File: src/stat_pkg.sv
// Purpose: Shared constants and carriers for the status aggregator.
// Assumes: Measurements arrive as unsigned scaled integers (temp signed).
// Notes:   Units: volts in tenths (5 V rail in hundredths), current in mA.
`default_nettype none
package stat_pkg;

    typedef logic [15:0] word_t;

    // ======================================================================
    // Register numbers on the polled register link
    // ======================================================================
    localparam word_t ERR_REG_NUM = 16'h0007;
    localparam word_t IND_REG_NUM = 16'h0009;

    // ======================================================================
    // Error bitmap field positions
    // ======================================================================
    localparam int ERR_GPS_BIT = 0;
    localparam int ERR_CHG_BIT = 1;
    localparam int ERR_MOT_BIT = 2;
    localparam int ERR_LIM_BIT = 3;
    localparam int ERR_USED    = 4;

    // ======================================================================
    // Measurement slots, reset values (nominal) and limits
    // ======================================================================
    localparam int MEAS_N   = 5;
    localparam int M_BATT   = 0;  // Battery, 0.1 V units.
    localparam int M_SUP36  = 1;  // 36 V rail, 0.1 V units.
    localparam int M_MOTOR  = 2;  // Motor current, mA.
    localparam int M_TEMP   = 3;  // Temperature, signed deg F.
    localparam int M_SUP5   = 4;  // 5 V rail, 0.01 V units.

    localparam word_t RST_BATT  = 16'h0082;
    localparam word_t RST_SUP36 = 16'h0168;
    localparam word_t RST_MOTOR = 16'h0000;
    localparam word_t RST_TEMP  = 16'h0046;
    localparam word_t RST_SUP5  = 16'h01F4;

    localparam word_t BATT_LO     = 16'h0072;  // 11.4 V
    localparam word_t BATT_HI     = 16'h00AF;  // 17.5 V
    localparam word_t BATT_WARN   = 16'h0079;  // 12.1 V
    localparam word_t SUP36_LO    = 16'h014A;  // 33.0 V
    localparam word_t SUP36_HI    = 16'h0186;  // 39.0 V
    localparam word_t JAM_MA      = 16'h1194;  // 4.5 A
    localparam word_t CUR_WARN_MA = 16'h0DAC;  // 3.5 A
    localparam word_t TEMP_LO     = 16'h0000;  // 0 deg F
    localparam word_t TEMP_HI     = 16'h00B0;  // 176 deg F
    localparam word_t SUP5_LO     = 16'h01C2;  // 4.50 V
    localparam word_t SUP5_HI     = 16'h0226;  // 5.50 V

    // ======================================================================
    // Indicator codes
    // ======================================================================
    localparam word_t IND_OK   = 16'h0000;
    localparam word_t IND_JAM  = 16'h0001;
    localparam word_t IND_RED2 = 16'h0002;
    localparam word_t IND_RED3 = 16'h0003;
    localparam word_t IND_RED4 = 16'h0004;
    localparam word_t IND_RED5 = 16'h0005;
    localparam word_t IND_YEL1 = 16'h0010;
    localparam word_t IND_YEL2 = 16'h0020;
    localparam word_t IND_YEL3 = 16'h0030;
    localparam word_t IND_YEL4 = 16'h0040;
    localparam word_t IND_YEL5 = 16'h0050;
    localparam word_t IND_ACQ  = 16'h0100;

    typedef enum logic {JAM_IDLE, JAM_RUN} jam_e;

    typedef struct packed {
        logic gps_fail;     // Positioning receiver link lost.
        logic chg_fail;     // Charge controller link lost.
        logic mot_fail;     // Motor controller link lost.
        logic mot_fault;    // Fault report pulse from motor controller.
        logic aux_off;      // Charge controller auxiliary output off.
        logic gps_acq;      // Receiver still acquiring satellites.
    } link_s;

endpackage

`default_nettype wire

File: src/status_aggregator.sv
// Purpose: Builds the subsystem error bitmap and the indicator code.
// Assumes: All inputs except rst are synchronous to clock.
// Notes:   Measurements are held until a fresh sample arrives.
`timescale 1ns/1ps
`default_nettype none

module status_aggregator
    import stat_pkg::*;
(
    input  wire logic                         clock,     // 25 MHz clock
    input  wire logic                         rst,       // Async reset
    input  wire stat_pkg::link_s              link,      // Link status
    input  wire stat_pkg::word_t [stat_pkg::MEAS_N-1:0] meas,   // Samples
    input  wire logic [stat_pkg::MEAS_N-1:0]  meas_upd,  // Sample strobes
    input  wire logic                         jam_clear, // Recovery done
    input  wire logic                         rd_en,     // Read request
    input  wire stat_pkg::word_t              rd_addr,   // Register number
    output var  stat_pkg::word_t              rd_data,   // Read data
    output var  logic                         rd_valid,  // Read answer
    output var  stat_pkg::word_t              err_bits,  // Error bitmap
    output var  stat_pkg::word_t              ind_code   // Indicator code
);
    import stat_pkg::*;

    localparam word_t MEAS_RST [MEAS_N] =
        '{RST_BATT, RST_SUP36, RST_MOTOR, RST_TEMP, RST_SUP5};

    // ======================================================================
    // Held measurements
    // ======================================================================
    word_t meas_r   [MEAS_N];
    word_t meas_nxt [MEAS_N];
    // Packed copy of the held samples so the hold check can use $past.
    word_t [MEAS_N-1:0] meas_pk;

    // A lost link simply stops the strobes, so the old value stays.
    genvar gi;
    generate
        for (gi = 0; gi < MEAS_N; gi++) begin : g_hold
            assign meas_pk[gi] = meas_r[gi];
            always_comb begin
                meas_nxt[gi] = meas_upd[gi] ? meas[gi] : meas_r[gi];
            end
            always_ff @(posedge clock or posedge rst) begin
                if (rst) begin
                    meas_r[gi] <= MEAS_RST[gi];
                end else begin
                    meas_r[gi] <= meas_nxt[gi];
                end
            end
        end
    endgenerate

    // ======================================================================
    // Limit comparisons
    // ======================================================================
    logic batt_out;
    logic batt_low;
    logic sup36_out;
    logic sup36_show;
    logic temp_out;
    logic sup5_out;
    logic cur_high;
    logic cur_jam;
    logic outside_limits;

    always_comb begin
        batt_out   = (meas_r[M_BATT] < BATT_LO) ||
                     (meas_r[M_BATT] > BATT_HI);
        batt_low   = meas_r[M_BATT] < BATT_WARN;
        sup36_out  = (meas_r[M_SUP36] < SUP36_LO) ||
                     (meas_r[M_SUP36] > SUP36_HI);
        // With the auxiliary output off the rail is expected to be down.
        sup36_show = sup36_out && !link.aux_off;
        temp_out   = ($signed(meas_r[M_TEMP]) < $signed(TEMP_LO)) ||
                     ($signed(meas_r[M_TEMP]) > $signed(TEMP_HI));
        sup5_out   = (meas_r[M_SUP5] < SUP5_LO) ||
                     (meas_r[M_SUP5] > SUP5_HI);
        cur_high   = meas_r[M_MOTOR] > CUR_WARN_MA;
        cur_jam    = meas_r[M_MOTOR] > JAM_MA;
        outside_limits = batt_out || sup36_show ||
                         temp_out || sup5_out;
    end

    // ======================================================================
    // Jam recovery tracking
    // ======================================================================
    jam_e jam_r;
    jam_e jam_nxt;

    // Entry wins over a clear in the same cycle so no trigger is lost.
    always_comb begin
        jam_nxt = jam_r;
        unique case (jam_r)
            JAM_IDLE: begin
                if (cur_jam || link.mot_fault) begin
                    jam_nxt = JAM_RUN;
                end
            end
            JAM_RUN: begin
                if (jam_clear && !cur_jam && !link.mot_fault) begin
                    jam_nxt = JAM_IDLE;
                end
            end
        endcase
    end

    always_ff @(posedge clock or posedge rst) begin
        if (rst) begin
            jam_r <= JAM_IDLE;
        end else begin
            jam_r <= jam_nxt;
        end
    end

    // ======================================================================
    // Status registers
    // ======================================================================
    word_t err_r;
    word_t err_nxt;
    word_t ind_r;
    word_t ind_nxt;

    always_comb begin
        err_nxt              = '0;
        err_nxt[ERR_GPS_BIT] = link.gps_fail;
        err_nxt[ERR_CHG_BIT] = link.chg_fail;
        err_nxt[ERR_MOT_BIT] = link.mot_fail;
        err_nxt[ERR_LIM_BIT] = outside_limits;
    end

    // Yellow codes are sixteen times the blink count.
    // First match wins, so only the highest priority is shown.
    always_comb begin
        if (batt_out) begin
            ind_nxt = IND_RED5;
        end else if (jam_r == JAM_RUN) begin
            ind_nxt = IND_JAM;
        end else if (sup36_show) begin
            ind_nxt = IND_RED2;
        end else if (link.mot_fail && !link.aux_off) begin
            ind_nxt = IND_RED3;
        end else if (link.chg_fail) begin
            ind_nxt = IND_RED4;
        end else if (cur_high) begin
            ind_nxt = IND_YEL1;
        end else if (batt_low) begin
            ind_nxt = IND_YEL2;
        end else if (temp_out) begin
            ind_nxt = IND_YEL3;
        end else if (sup5_out) begin
            ind_nxt = IND_YEL4;
        end else if (link.gps_fail) begin
            ind_nxt = IND_YEL5;
        end else if (link.gps_acq) begin
            ind_nxt = IND_ACQ;
        end else begin
            ind_nxt = IND_OK;
        end
    end

    always_ff @(posedge clock or posedge rst) begin
        if (rst) begin
            err_r <= '0;
            ind_r <= IND_OK;
        end else begin
            err_r <= err_nxt;
            ind_r <= ind_nxt;
        end
    end

    // ======================================================================
    // Read port
    // ======================================================================
    word_t rd_data_r;
    word_t rd_data_nxt;
    logic  rd_valid_r;

    // Writes are not possible; unknown register numbers read as zero.
    always_comb begin
        rd_data_nxt = '0;
        if (rd_en && rd_addr == ERR_REG_NUM) begin
            rd_data_nxt = err_r;
        end else if (rd_en && rd_addr == IND_REG_NUM) begin
            rd_data_nxt = ind_r;
        end
    end

    always_ff @(posedge clock or posedge rst) begin
        if (rst) begin
            rd_data_r  <= '0;
            rd_valid_r <= 1'b0;
        end else begin
            rd_data_r  <= rd_data_nxt;
            rd_valid_r <= rd_en;
        end
    end

    assign rd_data  = rd_data_r;
    assign rd_valid = rd_valid_r;
    assign err_bits = err_r;
    assign ind_code = ind_r;
endmodule

`default_nettype wire

File: config.mk
export PLATFORM = sky130hd
export DESIGN_NAME = status_aggregator
export DESIGN_NICKNAME = d
export VERILOG_FILES = /design/src/stat_pkg.sv /design/src/status_aggregator.sv
export SDC_FILE = /design/constraint.sdc
export NUM_CORES = 1
export LEC_CHECK = 0
export ABC_AREA = 1
export BUFFER_PORTS_ARGS = -buffer_cell sky130_fd_sc_hd__buf_2
export CAP_MARGIN = 10
export CORE_MARGIN = 3
export CORE_UTILIZATION = 40
export CTS_CLUSTER_SIZE = 24
export DETAILED_ROUTE_END_ITERATION = 10
export PLACE_DENSITY = 0.66
export SETUP_SLACK_MARGIN = 0.15
export SYNTH_ARGS = -nofsm -noshare
export SYNTH_HDL_FRONTEND = slang
export SYNTH_SLANG_ARGS = --single-unit
File: constraint.sdc
create_clock -name clock -period 3.85 [get_ports clock]
set_clock_uncertainty 0.15 [all_clocks]
set_input_delay 0.1925 -clock clock [delete_from_list [all_inputs] [get_ports clock]]
set_output_delay 0.1925 -clock clock [all_outputs]
set_load 0.01 [all_outputs]
### Yosys cells after proc, flatten, opt, wreduce, memory -nomap -nowiden

Index checks and enable logic that the tools add are counted.

* word-level logic and storage cells: 57
* output and inout port bits: 49
* register bits: 118

* reductions and logical operators: 17
* magnitude comparators: 11
* equal/unequal tests: 2
* bitwise operators: 1
* multiplexer cells: 16

Operators by type and width (number)
* two-way mux 9 bit: 10
* two-way mux 16 bit: 3
* greater-than comparator 16 x 9 -> 1 bit (second input constant): 2
* less-than comparator 16 x 7 -> 1 bit (second input constant): 2
* less-than comparator 16 x 9 -> 1 bit (second input constant): 2
* equality test 16 x 3 -> 1 bit (second input constant): 1
* equality test 16 x 4 -> 1 bit (second input constant): 1
* greater-than comparator 16 x 10 -> 1 bit (second input constant): 1
* greater-than comparator 16 x 12 -> 1 bit (second input constant): 1
* greater-than comparator 16 x 13 -> 1 bit (second input constant): 1
* greater-than comparator 16 x 8 -> 1 bit (second input constant): 1
* less-than comparator 16 x 1 -> 1 bit (second input constant): 1
* logical OR 1 bit: 8
* logical AND 1 bit: 6
* logical NOT 1 bit: 3
* two-way mux 1 bit: 2
* case mux 1 bit (2 select lines): 1
* inverter 1 bit: 1

### Logic depth before layout (Yosys ltp)

Gate-level depths: netlist (run 1).

* depth after elaboration: 11
* mapped depth: 11

### Worst setup path after synthesis (run 1)

No wires, ideal clock.

* path type: register -> register
* from: register meas_r, in the netlist meas_pk[24]
* to: register ind_r[6] (netlist: ind_code[6])
* arrival time: 1.205 ns
* path buffers: 0
* path slack: 2.424 ns
* cell stages (with the launch flop): 11
* library setup time: 0.072 ns
* required time: 3.628 ns
* cell sequence: dfstp_2 nand2_1 nor2_1 nand2_1 a21oi_1 nand2_1 nand2_1 nand2_1 nor2_2 nand2_1 nor2_1

* word-level cells in the longest chain between the ends: 6
* elaborated cells between the ends (all ways): 7
* those cells by class: order compare (2); mux (3); reduce/logical (2)

RTL lines
* from (decl): RTL line status_aggregator.sv:31 `word_t meas_r [MEAS_N];`
* from (signal, indexed assignment): RTL line status_aggregator.sv:46 `meas_r[gi] <= MEAS_RST[gi];`
* from (signal, indexed assignment): RTL line status_aggregator.sv:48 `meas_r[gi] <= meas_nxt[gi];`
* less-than comparator 16 x 9 -> 1 bit or greater-than comparator 16 x 9 -> 1 bit (tied branches): RTL line status_aggregator.sv:71, status_aggregator.sv:72
* logical OR 1 bit *: RTL line status_aggregator.sv:71 `sup36_out = (meas_r[M_SUP36] < SUP36_LO) ||`
* logical AND 1 bit *: RTL line status_aggregator.sv:74 `sup36_show = sup36_out && !link.aux_off;`
* two-way mux 9 bit *: RTL line status_aggregator.sv:139 `end else if (sup36_show) begin`
* two-way mux 9 bit *: RTL line status_aggregator.sv:137 `end else if (jam_r == JAM_RUN) begin`
* two-way mux 16 bit *: RTL line status_aggregator.sv:135 `if (batt_out) begin`
* named net ind_nxt[6]: RTL line status_aggregator.sv:122 `word_t ind_nxt;`
* to (signal assigned): RTL line status_aggregator.sv:168 `ind_r <= ind_nxt;`
* to (decl): RTL line status_aggregator.sv:121 `word_t ind_r;`

The timed path passes the listed nets; every way through them passes the cells marked *.
A chain may end at the register's enable or synchronous reset.

==> summary.md, run 1 <==
| Metric | Value |
|---|---|
| Slowest-stage cell, CP | inv_4 |
| CP Class | in -> async |
| Fin. Hold Viols | 0 |
| Post-CTS sizing | 0 |
| Placed inst area | 5160 sq um |
| Met3 wire length | 669 um |
| Place WS | 2.23 ns |
| CTS buffer count | 9 |
| Die Footprint | 12500 sq um |
| Final Cell Area | 6230 sq um |
| Count of final setup violators | 0 |
| Max-Cap Viols | 0 |
| Worst vdd ir | 0.213 mV |
| Tcrit/Tclk final | 44.4% |
| Post-Synthesis Cell Area | 4490 sq um |
| Vias in the first global route | 3930 |
| Pins Over Slew Limit | 0 |
| Die Y | 112 um |
| Setup WS post-layout | 2.14 ns |
| Root buf cell | clkbuf_8 |
| Top cell type's share of synthesized area | 47.9% |
| #FFs+latches synth | 101 |
| GRT Residual Overflow | 0 |
| Starting Density | 41.3% |
| Global-route wire length before repair | 17.8 mm |
| Dpl hpwl | 7.12 mm |
| Ant. Diodes | 0 |
| IO Pins | 160 |
| 1st-pass router iterations | 4 |
| Unique masters post-synth | 29 |
| IO buf count | 130 |
| Max stage delay on crit path | 0.74 ns |
| Gpl congestion | 0.787 |
| WL per Instance | 12.7 um |
| Unrepaired setup endpoints after global routing | no |
| WP data arrival | 2.05 ns |
| Final WL | 10.6 mm |
| F_max | 585 MHz |
| Core area | 10900 sq um |
| Leakage | 3.13 nW |
| Hold WC Path Type | in -> reg |
| GRT Util Overall | 17.6% |
| ANT nets after route | 0 |
| Required time worst endpoint | 4.19 ns |
| Yosys warning count | 0 |
| Minimum clock period after layout | 1.71 ns |
| Met1 WL | 4.42 mm |
| Net count, final | 800 |
| H-tree depth | 3 |
| Power Dens Cells | 349 nW/um^2 |
| Status | complete, no violations |
| Worst path cell trace | dlygate4sd3_1 > buf_2 > inv_4 > buf_4 |
| Crit path capture type | async pin |
| CTS tree | yes |
| Largest cells by area after synthesis | dfrtp_1 48%, dfstp_2 8.8%, mux2_2 8.8% |
| DRT iter0 DRCs | 97 |
| Worst-Skew Late Latency | 0.37 ns |
| P&R area growth vs syn | 38.7% |
| Worst-margin pin slew | 1.07 ns |
| DR vias | 3753 |
| Largest net degree at the start of global routing | 89 |
| Routed wl met2 | 5.14 mm |
| Row cnt | 38 |
| Setup_tns | 0 ns |
| Vias per inst | 4.50 |
| Layout cell share with drive strength beyond 1 | 29.1% |
| Maximum fanout along the worst path | 88 |
| Max_slew headroom | 28.6% |
| Area leader, netlist | dfrtp_1 |
| CTS clock-pin slew for the worst setup and hold paths | 0.08 ns |
| Critical path launch point type | primary input |
| Clk buf depth | 2 |
| CTS sink count | 101 |
| DRC | 0 |
| Syn_area_per_cell | 9.50 sq um |
| Top sig layer | met4 |
| Die X | 112 um |
| Synthesized instance count | 473 |
| Initial antenna violation count | 0 |
| Post-synthesis sequential area ratio | 56.7% |
## placed cells by master, fill, tap and decap left out, types with 13 or more instances in the layout
cell           count
dlygate4sd3_1     88
nand3_1           18
conb_1            29
nand2_1          101
mux2_2            35
o21ai_0           50
inv_1             60
dfrtp_1           86
nor2_1            32
clkbuf_8          13
dfstp_2           15
buf_2            130
## state kept, by name, indices dropped and copies added (netlist names)
signal	flops
ind_code	7
meas_pk	80
err_bits	4
rd_data	8
jam_r	1
rd_valid	1
## layer usage
| metal | up-vias | track usage (%) |
|---|---|---|
| met3 | 26 | 4.08 |
| li1 | 1877 | - |
| met2 | 127 | 29.9 |
| met4 | 0 | 8.25 |
| met1 | 1723 | 21.2 |
| met5 | - | 0 |
## where the power goes
part / leakage, nW / internal (mW) / switching [mW] / total [mW]
Clock: 0.0970 / 0.308 / 0.347 / 0.655
Combinational: 1.83 / 0.169 / 0.155 / 0.324
Sequential: 1.20 / 1.15 / 0.0420 / 1.19
## final timing paths
path | from | to | slack (ns) | cells past startpoint
worst max-delay path | rst | meas_pk[24] | 2.14 | 4
worst min-delay path | link[1] | ind_code[0] | 0.03 | 4
worst max register to register | meas_pk[60] | ind_code[8] | 2.20 | 6
worst min register to register | meas_pk[70] | meas_pk[70] | 0.34 | 2
max in group clock | meas_pk[60] | ind_code[8] | 2.20 | 6
min in group asynchronous | rst | meas_pk[4] | 0.49 | 3
## area by class of cell
class                   instances  area, sq um
flip-flops and latches        101         2550
repair buffers                219         1540
clock buffers                  16          190
inverters                      61          231
fillers                       952         4650
multi-input cells             297         1550
well taps                     140          175
## worst max-delay path: cells and delay by family
family / cells / cell delay, ns
buf+inv: 4 / 1.79
## what timing repair did
item | CTS | global route
hold endpoints to repair | 155 | 0
hold buffers | 88 | 0
setup endpoints to repair | 0 | 0
setup buffers | 0 | 0
## metrics by stage
step | hold slack, ns | instances | util, % | total power, mW
global placement | 0.170 | 730 | 47.4 | 1.46
global route | 0.0319 | 834 | 57.3 | 2.29
detailed placement | 0.173 | 730 | 47.4 | 1.47
finish | 0.0320 | 834 | 57.3 | 2.17
floorplan | 0.0739 | 501 | - | 1.39
CTS | 0.0115 | 834 | 57.3 | 2.19
## synthesized netlist by cell type, drive strengths merged
cell type	n
a211oi	1
nand3	20
or2	1
conb	1
inv	61
nand4	8
nor4	2
mux2	35
o211ai	1
o21bai	1
dfrtp	86
o21ai	51
nor3	4
clkbuf	9
nand2	102
nor3b	1
dfstp	15
buf	33
a31oi	1
a21oi	5
and3	1
nor2	34
## logic make-up (layout without fill, tap and decap cells)
logic type | count (synthesis) | after routing | synth area share (%)
AOI/OAI and AO/OA | 60 | 60 | 6.96
buffers and inverters | 103 | 296 | 11.1
DFF | 101 | 101 | 56.7
muxes | 35 | 35 | 8.77
other | 1 | 29 | 0.0835
and+or+nand+nor | 173 | 173 | 16.4
Note: power is estimated with default switching activity, not from simulation.
==> inputs of run 2 (changes only) <==
--- a/config.mk
+++ b/config.mk
@@ -5,14 +5,14 @@
 export SDC_FILE = /design/constraint.sdc
 export NUM_CORES = 1
 export LEC_CHECK = 0
-export ABC_AREA = 1
+export ABC_AREA = 0
 export BUFFER_PORTS_ARGS = -buffer_cell sky130_fd_sc_hd__buf_2
 export CAP_MARGIN = 10
 export CORE_MARGIN = 3
 export CORE_UTILIZATION = 40
 export CTS_CLUSTER_SIZE = 24
 export DETAILED_ROUTE_END_ITERATION = 10
-export PLACE_DENSITY = 0.66
+export PLACE_DENSITY = 0.7
 export SETUP_SLACK_MARGIN = 0.15
 export SYNTH_ARGS = -nofsm -noshare
 export SYNTH_HDL_FRONTEND = slang
==> constraint.sdc (replaced) <==
create_clock -name clock -period 1.55 [get_ports clock]
set_clock_uncertainty 0.15 [all_clocks]
set_input_delay 0.0775 -clock clock [delete_from_list [all_inputs] [get_ports clock]]
set_output_delay 0.0775 -clock clock [all_outputs]
set_load 0.01 [all_outputs]
==> run 2 against run 1 <==
  * The flow now finishes with violations (negative setup slack)
  * Clock power grew to 2.8 times the previous value
  * Sequential share of layout area fell by 1.0 points
  * Sequential power rose to 2.5 times the previous value
  * Cell count shrank 17%
  * Core utilization grew 4.1 points
  * Clock-buffer cell count decreased by 5
  * Area after synthesis shrank 4.0%
  * Synthesized cell count fell by 34%
  * Critical path depth up 1
==> summary.md, run 2 <==
| Metric | Value |
|---|---|
| Worst-Skew Late Latency | 0.35 ns |
| Post-synth EDFFs | 0 |
| Post-synth top cells | 86 x dfrtp_1, 80 x mux2_2, 29 x buf_4 |
| P&R area growth vs syn | 48.2% |
| CTS clock-pin slew for the worst setup and hold paths | 0.09 ns |
| Power Dens Cells | 894 nW/um^2 |
| Final Util | 61.4% |
| Max_slew headroom | 62.6% |
| Syn_area_per_cell | 13.9 sq um |
| F_max | 485 MHz |
| Die X | 110 um |
| Starting Density | 41.4% |
| Final WL | 10.6 mm |
| Commonest non-fill, non-tap cell in the layout | buf_2 |
| Maximum fanout along the worst path | 3 |
| 1st-pass router iterations | 4 |
| Most used DFF post-synth | dfrtp_1 |
| Net count, final | 665 |
| Max-Cap Viols | 0 |
| Row cnt | 37 |
| Worst path cell trace | nor3_2 > o32a_1 > or3_1 > or3_4 > a2111oi_4 |
| Fin. Hold Viols | 0 |
| Worst vdd ir | 0.532 mV |
| Ant. Diodes | 0 |
| Critical path launch point type | flop |
| Global-route wire length before repair | 16.7 mm |
| Leakage | 2.88 nW |
| Largest cells by area after synthesis | dfrtp_1 50%, mux2_2 21%, dfstp_2 9.1% |
| DR vias | 3297 |
| Yosys warning count | 0 |
| Die Footprint | 12100 sq um |
| Max reg flops | 80 |
| Crit path capture type | flop |
| Vias in the first global route | 3544 |
| Pins Over Slew Limit | 0 |
| Minimum clock period after layout | 2.06 ns |
| Required time worst endpoint | 1.64 ns |
| Setup_tns | -2.54 ns |
| Reg2Reg Setup Slack | -0.51 ns |
| Area leader, netlist | dfrtp_1 |
| Largest net degree at the start of global routing | 102 |
| Unrepaired setup endpoints after global routing | yes |
| Initial antenna violation count | 0 |
| Critical R2R Launch | meas_pk[1] |
| Cells on worst reg2reg path | 5 |
| Post-synthesis sequential area ratio | 59.0% |
| Min-delay src | rd_addr[3] |
| Worst Hold Path EP | rd_data[3] |
| Top cell type's share of synthesized area | 49.9% |
| Layout cell share with drive strength beyond 1 | 50.4% |
| Dpl hpwl | 7.14 mm |
| #FFs+latches synth | 101 |
| Count of final setup violators | 8 |
| Setup WS post-layout | -0.514 ns |
| Root buf cell | clkbuf_8 |
| Hold WC Path Type | in -> reg |
| WL per Instance | 15.3 um |
| CTS buffer count | 9 |
| FILL cells | 826 |
| Tcrit/Tclk final | 133% |
| Synthesized instance count | 311 |
| Gpl congestion | 0.781 |
| DRT iter0 DRCs | 96 |
| Slowest-stage cell, CP | dfstp_2 |
| Core area | 10400 sq um |
| CTS tree | yes |
| Die Y | 110 um |
| IO buf count | 130 |
| Reg2reg end | ind_code[6] |
| DRC | 0 |
| Most frequent cells in the layout | 130 x buf_2, 89 x dlygate4sd3_1, 86 x dfrtp_1 |
| IO Pins | 160 |
| CP Class | reg -> reg |
| Post-Synthesis Cell Area | 4310 sq um |
| Unique masters post-synth | 43 |
| H-tree depth | 3 |
| Hold path depth | 4 |
| Status | complete, but fails checks |
| ANT nets after route | 0 |
| Vias per inst | 4.74 |
| Most frequent cell after synthesis | dfrtp_1 |
| Clk buf depth | 2 |
| CTS sink count | 101 |
| GRT Residual Overflow | 0 |
| WP data arrival | 2.15 ns |
| Max stage delay on crit path | 0.55 ns |
| Worst-margin pin slew | 0.561 ns |
| Failing checks | negative setup slack |
| Ys async rst share | 100% |
| GRT Util Overall | 18.0% |
[run 2: cell types whose count changed in the layout (fill, tap and decap cells not counted), moves of 4 or more]
| cell | change |
|---|---|
| clkbuf_8 | -4 |
| mux2_2 | +45 |
| nand2b_1 | +4 |
| o21ai_0 | -48 |
| and2_1 | +6 |
| buf_4 | +20 |
| inv_1 | -58 |
| nand4_1 | -5 |
| nand2_1 | -95 |
| nor2_1 | -28 |
| nand3_1 | -13 |
[run 2: where the power goes]
part | total (mW) | internal, mW | switching (mW) | leakage, nW
Combinational | 0.861 | 0.534 | 0.327 | 1.60
Sequential | 3.02 | 2.88 | 0.141 | 1.18
Clock | 1.83 | 0.922 | 0.910 | 0.104
Total | 5.71 | 4.33 | 1.38 | 2.88
[run 2: area by class of cell]
class | instances | area, sq um | share of cell area [%]
repair buffers | 243 | 1740 | 27.3
well taps | 136 | 170 | 2.66
inverters | 3 | 15.0 | 0.235
clock buffers | 11 | 131 | 2.06
multi-input cells | 196 | 1700 | 26.6
clock inverters | 5 | 85.1 | 1.33
flip-flops and latches | 101 | 2550 | 39.8
[run 2: worst max-delay path by stage]
stage          slack (ns)   startpoint     endpoint  cells past startpoint
2_1_floorplan       -0.52   meas_pk[1]  ind_code[6]                      5
3_3_place_gp        -0.53   meas_pk[1]  ind_code[6]                      5
6_report            -0.51   meas_pk[1]  ind_code[6]                      5
4_1_cts             -0.53   meas_pk[1]  ind_code[6]                      5
5_1_grt             -0.60  meas_pk[70]  ind_code[4]                      5
3_5_place_dp        -0.60   meas_pk[1]  ind_code[5]                      5
[run 2: what timing repair did]
item / in CTS / in global routing
hold buffers: 89 / 0
setup endpoints to repair: 9 / 9
resized for setup: 13 / 5
hold endpoints to repair: 178 / 0
setup buffers: 0 / 1
pin swaps: 7 / 1
cloned: 0 / 0
[run 2: per-layer routing]
metal  wire length, um  track usage, %
met4               150            5.43
met1              4240            21.0
met2              5580            33.1
met3               648            3.52
met5                 0               0
[run 2: cell families after synthesis]
| kind of cell | after synthesis | synth area share [%] |
|---|---|---|
| DFF | 101 | 59.0 |
| muxes | 80 | 20.9 |
| and+or+nand+nor | 59 | 8.38 |
| buffers and inverters | 42 | 6.18 |
| AOI/OAI and AO/OA | 28 | 5.43 |
| other | 1 | 0.0869 |
[run 2: worst max-delay path: cells and delay by family (launching register included)]
kind               cells  cell delay [ns]
AOI/OAI and AO/OA      2             0.49
DFF                    1             0.55
and+or+nand+nor        3             0.77
[run 2: metrics by stage]
step	total power, mW	hold slack (ns)	worst slack (ns)	cells	instance area [sq um]
6_report	5.71	0.0364	-0.514	695	6390
5_1_grt	5.99	0.0470	-0.597	695	6390
4_1_cts	5.76	0.0212	-0.529	694	6360
3_5_place_dp	3.73	0.0694	-0.596	589	5200
3_3_place_gp	3.69	0.0530	-0.533	589	5200
2_1_floorplan	3.48	-0.0411	-0.519	339	4450
